File: src/core/mcc_pkg.sv
//==============================================================================
//==============================================================================
package mcc_pkg;

    // =========================================================================
    // Register bus
    localparam int                  ADDR_W          = 8;
    localparam int                  DATA_W          = 8;
    localparam logic [ADDR_W-1:0]   OFS_MISC_CTRL   = 8'h20;
    localparam logic [ADDR_W-1:0]   OFS_CTRL_STAT   = 8'h29;
    localparam logic [ADDR_W-1:0]   OFS_IRQ_STAT    = 8'h2C;
    localparam logic [ADDR_W-1:0]   OFS_IRQ_MASK    = 8'h2D;

    // =========================================================================
    // Field positions and reset values
    localparam int                  MISC_SMS_BIT    = 0;
    localparam int                  MISC_CP_LSB     = 1;
    localparam int                  MISC_MCO_BIT    = 5;
    localparam logic [DATA_W-1:0]   MISC_RESET      = 8'h00;
    localparam int                  CS_FLAG_BIT     = 0;
    localparam int                  CS_IEN_BIT      = 1;
    localparam int                  CS_TB_LSB       = 2;
    localparam logic [1:0]          CS_TB_RESET     = 2'h0;
    localparam logic                CS_IEN_RESET    = 1'b0;
    localparam logic                CS_FLAG_RESET   = 1'b1;
    localparam int                  EVT_PERIOD_BIT  = 0;
    localparam int                  EVT_WAKE_BIT    = 1;
    localparam int                  EVT_N           = 2;
    localparam logic [EVT_N-1:0]    EVT_RESET       = 2'h0;

    // =========================================================================
    // Slow-mode divider codes and the width of the prescaler counter
    localparam logic [1:0]          CP_DIV4         = 2'h0;
    localparam logic [1:0]          CP_DIV8         = 2'h2;
    localparam logic [1:0]          CP_DIV16        = 2'h1;
    localparam logic [1:0]          CP_DIV32        = 2'h3;
    localparam int                  PRE_W           = 5;

    // =========================================================================
    // Time-base periods in oscillator cycles
    localparam int                  TB_CNT_W        = 19;
    localparam logic [TB_CNT_W-1:0] TB_CYC_0        = 19'h0_7D00;
    localparam logic [TB_CNT_W-1:0] TB_CYC_1        = 19'h0_FA00;
    localparam logic [TB_CNT_W-1:0] TB_CYC_2        = 19'h2_7100;
    localparam logic [TB_CNT_W-1:0] TB_CYC_3        = 19'h6_1A80;

    // Power state seen by the clock controller
    typedef enum logic [1:0] {
        MCC_PM_RUN,
        MCC_PM_ACTIVE_HALT,
        MCC_PM_HALT
    } mcc_pm_e;

endpackage

File: src/core/mcc_tb_if.sv
//==============================================================================
// Link between the register side and the time-base counter
interface mcc_tb_if;
    import mcc_pkg::*;
    logic [1:0]          period_sel;
    logic                run;
    logic                elapsed;
    logic [TB_CNT_W-1:0] count;

    modport ctrl  (output period_sel, output run, input  elapsed, input  count);
    modport tbase (input  period_sel, input  run, output elapsed, output count);
endinterface

File: src/core/mcc_clk_div.sv
//==============================================================================
// Prescaler: one free-running counter feeds every derived clock
module mcc_clk_div
    import mcc_pkg::*;
(
    input  wire logic       i_ref_clk,
    input  wire logic       i_rst_n,
    input  wire logic       i_slow,
    input  wire logic [1:0] i_div_sel,
    input  wire logic       i_stop,
    output logic            o_cpu_clk,
    output logic            o_half_clk
);
    logic [PRE_W-1:0] cnt_r;
    logic [PRE_W-1:0] cnt_nxt;
    logic [2:0]       bit_idx;

    // Counter bit n toggles at oscillator / 2^(n+1)
    assign cnt_nxt = cnt_r + 5'h1;
    assign bit_idx = !i_slow                ? 3'h0 :
                     (i_div_sel == CP_DIV4)  ? 3'h1 :
                     (i_div_sel == CP_DIV8)  ? 3'h2 :
                     (i_div_sel == CP_DIV16) ? 3'h3 : 3'h4;

    // Ratio changes switch taps at once, so one short phase may occur
    always_ff @(posedge i_ref_clk or negedge i_rst_n) begin
        if (!i_rst_n) begin
            cnt_r      <= '0;
            o_cpu_clk  <= 1'b0;
            o_half_clk <= 1'b0;
        end else begin
            cnt_r      <= cnt_nxt;
            o_cpu_clk  <= i_stop ? 1'b0 : cnt_nxt[bit_idx];
            o_half_clk <= cnt_nxt[0];
        end
    end
endmodule // mcc_clk_div

File: src/core/mcc_time_base.sv
//==============================================================================
// Time-base counter with period switch only at a period boundary
module mcc_time_base
    import mcc_pkg::*;
#(
    parameter logic [TB_CNT_W-1:0] P_CYC_0 = TB_CYC_0,
    parameter logic [TB_CNT_W-1:0] P_CYC_1 = TB_CYC_1,
    parameter logic [TB_CNT_W-1:0] P_CYC_2 = TB_CYC_2,
    parameter logic [TB_CNT_W-1:0] P_CYC_3 = TB_CYC_3
)(
    input  wire logic i_ref_clk,
    input  wire logic i_rst_n,
    mcc_tb_if.tbase   tb
);
    logic [1:0]          act_sel_r;
    logic [TB_CNT_W-1:0] cnt_r;
    logic [TB_CNT_W-1:0] limit;
    logic                wrap;

    // Active period decides the wrap point
    assign limit = (act_sel_r == 2'h0) ? P_CYC_0 :
                   (act_sel_r == 2'h1) ? P_CYC_1 :
                   (act_sel_r == 2'h2) ? P_CYC_2 : P_CYC_3;
    assign wrap  = tb.run && (cnt_r == limit - 19'h0_0001);
    assign tb.count = cnt_r;

    // Counter halts in full halt and resumes from where it stood
    always_ff @(posedge i_ref_clk or negedge i_rst_n) begin
        if (!i_rst_n) begin
            act_sel_r  <= CS_TB_RESET;
            cnt_r      <= '0;
            tb.elapsed <= 1'b0;
        end else begin
            tb.elapsed <= wrap;
            if (wrap) begin
                cnt_r     <= '0;
                act_sel_r <= tb.period_sel;
            end else if (tb.run) begin
                cnt_r <= cnt_r + 19'h0_0001;
            end
        end
    end
endmodule // mcc_time_base

File: src/core/mcc_top.sv
//==============================================================================
// Main clock controller with time base
//
// Implementation choice: the plain strobed port.
module mcc_top
    import mcc_pkg::*;
#(
    parameter logic [TB_CNT_W-1:0] P_CYC_0 = TB_CYC_0,
    parameter logic [TB_CNT_W-1:0] P_CYC_1 = TB_CYC_1,
    parameter logic [TB_CNT_W-1:0] P_CYC_2 = TB_CYC_2,
    parameter logic [TB_CNT_W-1:0] P_CYC_3 = TB_CYC_3
)(
    input  wire logic              i_ref_clk,
    input  wire logic              i_rst_n,
    input  wire logic [ADDR_W-1:0] i_addr,
    input  wire logic [DATA_W-1:0] i_wdata,
    input  wire logic              i_wr,
    input  wire logic              i_rd,
    output logic      [DATA_W-1:0] o_rdata,
    input  wire logic              i_cpu_irq_mask,
    input  wire logic              i_halt_exec,
    input  wire logic              i_halt_wake,
    input  wire logic              i_wait_mode,
    output logic                   o_cpu_clk,
    output logic                   o_can_clk,
    output logic                   o_clk_out,
    output logic                   o_clk_out_en,
    output logic                   o_tb_irq_req,
    output logic                   o_wait_wake,
    output logic                   o_active_halt,
    output logic                   o_full_halt,
    output logic                   o_irq
);

    // =========================================================================
    // State
    mcc_pm_e           pm_r;
    mcc_pm_e           pm_nxt;
    logic [DATA_W-1:0] misc_r;
    logic [1:0]        tb_sel_r;
    logic              ien_r;
    logic              flag_r;
    logic              flag_nxt;
    logic [EVT_N-1:0]  evt_r;
    logic [EVT_N-1:0]  evt_nxt;
    logic [EVT_N-1:0]  mask_r;
    logic [DATA_W-1:0] rdata_r;
    logic [DATA_W-1:0] rdata_nxt;
    logic              tb_req_r;
    logic              tb_req_nxt;
    logic              clk_out_r;
    logic              clk_out_en_r;
    logic              wait_wake_r;
    logic              irq_r;
    logic              active_halt_r;
    logic              full_halt_r;
    logic              half_clk;

    mcc_tb_if tb_link();

    // =========================================================================
    // Address decode
    wire               frozen     = (pm_r != MCC_PM_RUN);
    wire               hit_misc   = (i_addr == OFS_MISC_CTRL);
    wire               hit_cs     = (i_addr == OFS_CTRL_STAT);
    wire               hit_stat   = (i_addr == OFS_IRQ_STAT);
    wire               hit_mask   = (i_addr == OFS_IRQ_MASK);
    // Registers ignore writes while the core sleeps in either halt
    wire               wr_ok      = i_wr && !frozen;
    wire               wr_misc    = wr_ok && hit_misc;
    wire               wr_cs      = wr_ok && hit_cs;
    wire               wr_stat    = wr_ok && hit_stat;
    wire               wr_mask    = wr_ok && hit_mask;
    wire               rd_cs      = i_rd && hit_cs && !frozen;

    // =========================================================================
    // Field views
    wire               slow_clock_select   = misc_r[MISC_SMS_BIT];
    wire [1:0]         slow_divider_select = misc_r[MISC_CP_LSB +: 2];
    wire               clock_out_enable    = misc_r[MISC_MCO_BIT];
    wire               period_elapsed      = tb_link.elapsed;

    // Control/status image; upper nibble is hard zero
    wire [DATA_W-1:0]  cs_image = {4'h0, tb_sel_r, ien_r, flag_r};

    // =========================================================================
    // Power-state transitions
    // Wake from active-halt comes from the period event itself
    wire               tb_wake  = period_elapsed && ien_r;

    always_comb begin
        pm_nxt = pm_r;
        unique case (pm_r)
            MCC_PM_RUN: begin
                if (i_halt_exec) begin
                    pm_nxt = ien_r ? MCC_PM_ACTIVE_HALT : MCC_PM_HALT;
                end
            end
            MCC_PM_ACTIVE_HALT: begin
                if (tb_wake || i_halt_wake) begin
                    pm_nxt = MCC_PM_RUN;
                end
            end
            MCC_PM_HALT: begin
                // The time-base event cannot leave full halt
                if (i_halt_wake) begin
                    pm_nxt = MCC_PM_RUN;
                end
            end
        endcase
    end

    wire               halt_exit = frozen && (pm_nxt == MCC_PM_RUN);

    // =========================================================================
    // Flag: hardware set wins over the read that clears it
    always_comb begin
        flag_nxt = flag_r;
        if (rd_cs) begin
            flag_nxt = 1'b0;
        end
        if (period_elapsed) begin
            flag_nxt = 1'b1;
        end
    end

    // Sticky event bits, write one to clear, set beats clear
    always_comb begin
        evt_nxt = evt_r;
        if (wr_stat) begin
            evt_nxt = evt_r & ~i_wdata[EVT_N-1:0];
        end
        if (period_elapsed) begin
            evt_nxt[EVT_PERIOD_BIT] = 1'b1;
        end
        if (halt_exit) begin
            evt_nxt[EVT_WAKE_BIT] = 1'b1;
        end
    end

    // =========================================================================
    // Read mux; unmapped addresses answer zero
    always_comb begin
        rdata_nxt = '0;
        if (i_rd) begin
            if (hit_misc) begin
                rdata_nxt = misc_r;
            end else if (hit_cs) begin
                rdata_nxt = cs_image;
            end else if (hit_stat) begin
                rdata_nxt = {{(DATA_W-EVT_N){1'b0}}, evt_r};
            end else if (hit_mask) begin
                rdata_nxt = {{(DATA_W-EVT_N){1'b0}}, mask_r};
            end
        end
    end

    // Request follows flag and enable, gated by the CPU mask
    assign tb_req_nxt = flag_nxt && ien_r && !i_cpu_irq_mask;

    // =========================================================================
    // Register file
    always_ff @(posedge i_ref_clk or negedge i_rst_n) begin
        if (!i_rst_n) begin
            misc_r   <= MISC_RESET;
            tb_sel_r <= CS_TB_RESET;
            ien_r    <= CS_IEN_RESET;
            mask_r   <= EVT_RESET;
        end else begin
            if (wr_misc) begin
                misc_r <= i_wdata;
            end
            // Period written here only reaches the counter at its next wrap
            if (wr_cs) begin
                tb_sel_r <= i_wdata[CS_TB_LSB +: 2];
                ien_r    <= i_wdata[CS_IEN_BIT];
            end
            if (wr_mask) begin
                mask_r <= i_wdata[EVT_N-1:0];
            end
        end
    end

    // Flag, events and read data
    always_ff @(posedge i_ref_clk or negedge i_rst_n) begin
        if (!i_rst_n) begin
            flag_r  <= CS_FLAG_RESET;
            evt_r   <= EVT_RESET;
            rdata_r <= '0;
        end else begin
            flag_r  <= flag_nxt;
            evt_r   <= evt_nxt;
            rdata_r <= rdata_nxt;
        end
    end

    // =========================================================================
    // Power state and status outputs
    always_ff @(posedge i_ref_clk or negedge i_rst_n) begin
        if (!i_rst_n) begin
            pm_r          <= MCC_PM_RUN;
            active_halt_r <= 1'b0;
            full_halt_r   <= 1'b0;
        end else begin
            pm_r          <= pm_nxt;
            active_halt_r <= (pm_nxt == MCC_PM_ACTIVE_HALT);
            full_halt_r   <= (pm_nxt == MCC_PM_HALT);
        end
    end

    // =========================================================================
    // Interrupt outputs
    always_ff @(posedge i_ref_clk or negedge i_rst_n) begin
        if (!i_rst_n) begin
            tb_req_r    <= 1'b0;
            wait_wake_r <= 1'b0;
            irq_r       <= 1'b0;
        end else begin
            tb_req_r    <= tb_req_nxt;
            // Wait leaves the block running; only the request ends it
            wait_wake_r <= i_wait_mode && tb_req_nxt && !tb_req_r;
            irq_r       <= |(evt_nxt & mask_r);
        end
    end

    // =========================================================================
    // Clock-out pin: held low in both halts to save power
    always_ff @(posedge i_ref_clk or negedge i_rst_n) begin
        if (!i_rst_n) begin
            clk_out_r    <= 1'b0;
            clk_out_en_r <= 1'b0;
        end else begin
            clk_out_en_r <= clock_out_enable;
            clk_out_r    <= clock_out_enable && !frozen && half_clk;
        end
    end

    // =========================================================================
    // Sub-blocks, each free of the others' state
    assign tb_link.period_sel = tb_sel_r;
    assign tb_link.run        = (pm_r != MCC_PM_HALT);

    mcc_clk_div u_clk_div (
        .i_ref_clk  (i_ref_clk),
        .i_rst_n    (i_rst_n),
        .i_slow     (slow_clock_select),
        .i_div_sel  (slow_divider_select),
        .i_stop     (frozen),
        .o_cpu_clk  (o_cpu_clk),
        .o_half_clk (half_clk)
    );

    mcc_time_base #(
        .P_CYC_0 (P_CYC_0),
        .P_CYC_1 (P_CYC_1),
        .P_CYC_2 (P_CYC_2),
        .P_CYC_3 (P_CYC_3)
    ) u_time_base (
        .i_ref_clk (i_ref_clk),
        .i_rst_n   (i_rst_n),
        .tb        (tb_link)
    );

    // =========================================================================
    // Output drive
    assign o_can_clk     = half_clk;
    assign o_rdata       = rdata_r;
    assign o_clk_out     = clk_out_r;
    assign o_clk_out_en  = clk_out_en_r;
    assign o_tb_irq_req  = tb_req_r;
    assign o_wait_wake   = wait_wake_r;
    assign o_active_halt = active_halt_r;
    assign o_full_halt   = full_halt_r;
    assign o_irq         = irq_r;

endmodule // mcc_top

File: config.mk
export PLATFORM = sky130hd
export DESIGN_NAME = mcc_top
export DESIGN_NICKNAME = d
export VERILOG_FILES = /design/src/core/mcc_pkg.sv /design/src/core/mcc_tb_if.sv /design/src/core/mcc_clk_div.sv /design/src/core/mcc_time_base.sv /design/src/core/mcc_top.sv
export SDC_FILE = /design/constraint.sdc
export NUM_CORES = 1
export LEC_CHECK = 0
export BUFFER_PORTS_ARGS = -buffer_cell sky130_fd_sc_hd__clkbuf_2
export CAP_MARGIN = 10
export CORE_ASPECT_RATIO = 1.5
export CORE_MARGIN = 2
export CORE_UTILIZATION = 57
export CTS_CLUSTER_SIZE = 16
export DETAILED_ROUTE_END_ITERATION = 16
export PLACE_DENSITY = 0.79
export SYNTH_ARGS = -nofsm -noshare
export SYNTH_HDL_FRONTEND = slang
export SYNTH_SLANG_ARGS = --single-unit
File: constraint.sdc
create_clock -name i_ref_clk -period 3.2 [get_ports i_ref_clk]
set_input_delay 0.64 -clock i_ref_clk [delete_from_list [all_inputs] [get_ports i_ref_clk]]
set_output_delay 0.64 -clock i_ref_clk [all_outputs]
set_load 0.02 [all_outputs]
==> metrics.txt, run 1 <==
maximum VDD drop=0.368 mV; utilization after layout=69.6%; Hold Crit Class=input port to async pin; drt pass-1 iters=4; row count=31; GRT overflow=0; Post-route DRC=0; via count=2,154; Synth Net Count=296; most frequent cell after synthesis=dfrtp_1; fin crit share=77.8%; Worst Max-Slew Pin Slew=0.862 ns; worst slack, placed=0.651 ns; clock transition at the registers of the reported paths=0.07 ns; Post-Syn Area per Cell=10.9 µm²; IO Count=41; fin area=0.00337 mm²; Critical Path Sink Type=flop; Setup TNS Final=0 ns; hold_buf cts=0; P per Cell Area=569 mW/mm²; Mapped Cells=264; port buffer count=40; detail-routed via count per cell=5.62; Layout Cells excl Fill=383; Core Region=0.00485 mm²; Initial Util=59.5%; antenna violations before repair=0; Post-Place Cells=367; Setup WS post-layout=0.710 ns; worst path required time=3.42 ns; Die Area=0.00566 mm²; Yosys reg bits=61; P&R area growth vs syn=16.9%; cts bufs inserted=9; vias in the first global route=2,210; crit start category=flop; Post-DP Area=0.00316 mm²; Yosys Warn Count=0; clk_lat worst skew=0.34 ns; antenna cell count=0; crit path DAT=2.71 ns; Synth Cell Area=0.00289 mm²; sequential fraction of the synthesis area=52.9%; Final Setup Violations=0; EDFF count, synth=0; CTS max path bufs=2; combinational share of power=15.9%; final setup skew=0.00763 ns; Fmax=402 MHz; share of the synthesized area in the top cell type=52.0%; P_leak=1.62 nW; Die W=62.1 µm; final slew viol count=0; Iteration-0 DRC Markers=126; max cap viols=0; CP max FO=8; HPWL after DPL=4.10 mm; most instantiated cells after synthesis=60 x dfrtp_1, 26 x nor2_1, 20 x nand2_1; post-layout min period=2.49 ns; Post-CTS Setup Bufs=0; Final Hold Vio Count=0; max-slew headroom at the worst pin=42.1%; largest cells by area after synthesis=dfrtp_1 52%, mux2_2 5.1%, ha_1 3.5%; Die Ht=91.2 µm; Pint=1.40 mW; Routed Antenna Nets=0; largest net degree at the start of global routing=37; CTS tree=done; CTS sink cnt=61; CTS resizes=0; share of layout cells above drive strength 1=24.9%; clock share of power=37.1%; overall routing resource usage=23.1%; unrepaired setup endpoints after global routing=no; Synth cell types=47; WL per Instance=15.0 µm; run status=finished clean; Post-Route WL=5.74 mm; GP Congestion=0.864; top_reg_cell synth=dfrtp_1; Sw Ratio=27.2%; area leader, netlist=dfrtp_1; post-layout net count=344; Flop pwr share=47.0%; first-pass GRT wire length=10.1 mm; kind of critical path=flop to flop; NetSw=521 µW; root buffer cell=clkbuf_8; ys async rst share=100%; H-tree levels=3
kinds of logic after synthesis:
| group | share of synthesized area, % |
|---|---|
| AOI/OAI and AO/OA | 9.45 |
| xor gates and xnor gates | 5.77 |
| adders and majority gates | 3.47 |
| buffers and inverters | 2.82 |
| DFF | 52.9 |
| muxes | 5.07 |
| and+or+nand+nor | 20.5 |
cells in the final DEF (no fill, tap or decap), types with 4 or more instances in the layout:
cell type,Yosys,routed
a21boi_0,4,4
a22oi_1,5,5
and2_1,8,8
buf_4,0,4
clkbuf_2,0,40
clkbuf_8,0,12
dfrtp_1,60,60
ha_1,8,8
inv_1,12,12
mux2_2,13,13
nand2_1,20,20
nand2b_1,6,6
nand3_1,9,9
nand3b_1,5,5
nand4_1,10,10
nor2_1,26,26
o21ai_0,12,12
xnor2_1,8,8
xor2_1,11,11
critical path, cell delays in order, from the launching register on:
cell and delay, ns:
dfrtp_1 0.40, inv_1 0.10, ha_1 0.28, nand4b_1 0.31
nor2_1 0.16, buf_4 0.16, o2111ai_1 0.17, nor4_4 0.40
mux2_2 0.39
per-stage QoR:
| stage | power (mW) | hold WS (ns) |
|---|---|---|
| after floorplan | 1.12 | 0.344 |
| after global placement | 1.21 | 0.419 |
| after detailed placement | 1.22 | 0.422 |
| after CTS | 1.95 | 0.179 |
| after global routing | 2.03 | 0.204 |
| final | 1.92 | 0.190 |
worst paths after layout:
path,cells past startpoint,start,to,slack [ns]
min,1,i_rst_n,u_time_base.tb.count[3],0.19
max reg2reg,8,pm_r[0],u_time_base.act_sel_r[1],0.71
max,8,pm_r[0],u_time_base.act_sel_r[1],0.71
min in group i_ref_clk,0,misc_r[5],o_clk_out_en,0.43
max in group asynchronous,2,i_rst_n,flag_r,2.22
min reg2reg,0,misc_r[5],o_clk_out_en,0.43
state kept, by name (all words and copies together) (netlist names), 2 cells and up:
| signal | flops |
|---|---|
| evt_r | 2 |
| u_clk_div.cnt_r | 5 |
| pm_r | 2 |
| mask_r | 2 |
| tb_link.period_sel | 2 |
| misc_r | 8 |
| u_time_base.act_sel_r | 2 |
| o_rdata | 8 |
| u_time_base.tb.count | 19 |
cell type report:
class	count	area (µm²)
clock buffer	13	169
multi-input combinational	184	1280
tap	66	82.6
clock inverter	3	42.5
inverter	12	45.0
timing repair buffer	44	230
fill	355	1470
sequential	61	1530
power by group through the flow:
stage / Sequential, mW / Combinational [mW] / Clock (mW)
2_1_floorplan: 0.917 / 0.202 / 0
3_3_place_gp: 0.911 / 0.298 / 0
3_5_place_dp: 0.914 / 0.309 / 0
4_1_cts: 0.901 / 0.310 / 0.735
5_1_grt: 0.909 / 0.349 / 0.771
6_report: 0.901 / 0.306 / 0.712
per-layer routing:
| metal | global-route usage (%) | wire (µm) | up-vias |
|---|---|---|---|
| met5 | 0 | 0 | - |
| met4 | 11.9 | 187 | 0 |
| met3 | 6.20 | 293 | 16 |
| met2 | 39.1 | 3020 | 65 |
| met1 | 26.8 | 2250 | 1047 |
| li1 | - | - | 1026 |
(Power assumes the default switching activity.)
==> run 2: changes to the inputs <==
- clock period: 3.2 -> 2.5 ns (I/O delays scaled with it)
==> metrics.txt, run 2 (synthesis results as in run 1) <==
CTS resizes=0; Min Hold Slack=0.180 ns; most common cell after layout, fill and taps aside=dfrtp_1; overall routing resource usage=22.8%; fin area=0.00342 mm²; H-tree levels=3; P&R area growth vs syn=18.4%; maximum VDD drop=0.540 mV; Post-CTS Setup Bufs=0; cts bufs inserted=9; Post-Place Cells=369; IO Count=41; port buffer count=40; CTS tree=done; # fillers=365; Multi-input gate area=0.00128 mm²; root buffer cell=clkbuf_8; vias in the first global route=2,238; final slew viol count=0; antenna cell count=0; HPWL after DPL=4.21 mm; most frequent cells in the layout=60 x dfrtp_1, 40 x clkbuf_2, 26 x nor2_1; max cap viols=0; P per Cell Area=743 mW/mm²; first-pass GRT wire length=10.0 mm; Final Hold Vio Count=0; GP Congestion=0.867; GRT overflow=0; Initial Util=59.5%; Routed Antenna Nets=0; Fmax=459 MHz; detail-routed via count per cell=5.65; Worst Max-Slew Pin Slew=0.636 ns; share of layout cells above drive strength 1=25.1%; crit start category=flop; row count=31; hold_buf cts=0; Core Region=0.00485 mm²; total power=2.54 mW; utilization after layout=70.5%; GRT busiest layer=met2; Setup WS post-layout=0.319 ns; max-slew headroom at the worst pin=57.6%; WL per Instance=15.2 µm; largest net degree at the start of global routing=39; Setup TNS Final=0 ns; Largest register FFs=19; CP max stage delay=0.39 ns; Post-Route WL=5.84 mm; unrepaired setup endpoints after global routing=no; Die Area=0.00566 mm²; clock transition at the registers of the reported paths=0.07 ns; run status=finished clean; CTS sink cnt=61; post-layout net count=346; M2 GR Usage=40.6%; crit path DAT=2.38 ns; P_leak=1.64 nW; global routing usage on met3=4.34%; Iteration-0 DRC Markers=91; via count=2,177; Post-route DRC=0; CTS max path bufs=2; kind of critical path=flop to flop; drt pass-1 iters=4; Layout Cells excl Fill=385; worst reg2reg path startpoint=pm_r[0]; Die W=62.1 µm; CP max FO=12; Critical Path Source=pm_r[0]; clk_lat worst skew=0.33 ns; fin crit share=87.2%; Crit-path slowest cell=dfrtp_1; Critical Path Sink Type=flop; final setup skew=0.00978 ns; antenna violations before repair=0; worst slack, placed=0.279 ns; Die Ht=91.2 µm; Post-DP Area=0.00319 mm²; post-layout min period=2.18 ns; register area=0.00153 mm²; CP cell instances=inv_1, ha_1, nand4b_1, nor2_1, o2111ai_1, nor4_4, buf_4, o21ai_0; worst path required time=2.70 ns; Final Setup Violations=0; grt met1 use=25.1%; Hold Crit Class=input port to async pin
-- run 2: final timing paths --
kind                                      endpoint  slack [ns]  depth (start not counted)
min in group i_ref_clk                   misc_r[4]        0.40                          2
max in group asynchronous                   flag_r        1.65                          2
setup / recovery           u_time_base.tb.count[5]        0.32                          8
setup reg to reg           u_time_base.tb.count[5]        0.32                          8
hold reg to reg                        o_wait_wake        0.43                          1
hold / removal                         o_wait_wake        0.18                          1
-- run 2: layout make-up --
type,instances,share of cell area (%)
Sequential cell,61,44.7
Multi-Input combinational cell,184,37.4
Timing Repair Buffer,46,7.54
Clock buffer,13,4.65
Tap cell,66,2.42
Clock inverter,3,1.98
Inverter,12,1.32
-- run 2: power by group --
part           internal (mW)  switching (mW)  total (mW)
sequential              1.08          0.0716        1.15
clock                  0.617           0.369       0.985
combinational          0.171           0.233       0.403
total                   1.87           0.673        2.54
-- run 2: critical path, delay by kind of cell (launching register included) --
| kind | cells | cell delay, ns |
|---|---|---|
| buffers and inverters | 2 | 0.36 |
| AO/OA/AOI/OAI | 2 | 0.29 |
| flip-flops | 1 | 0.39 |
| AND/OR/NAND/NOR | 3 | 0.74 |
| adder cells (fa/ha/maj) | 1 | 0.27 |
-- run 2: per-layer routing --
metal	vias to the layer above	part of all wire [%]
met4	0	2.7
li1	1026	-
met5	-	0
met1	1085	40
met3	18	4.1
met2	48	54
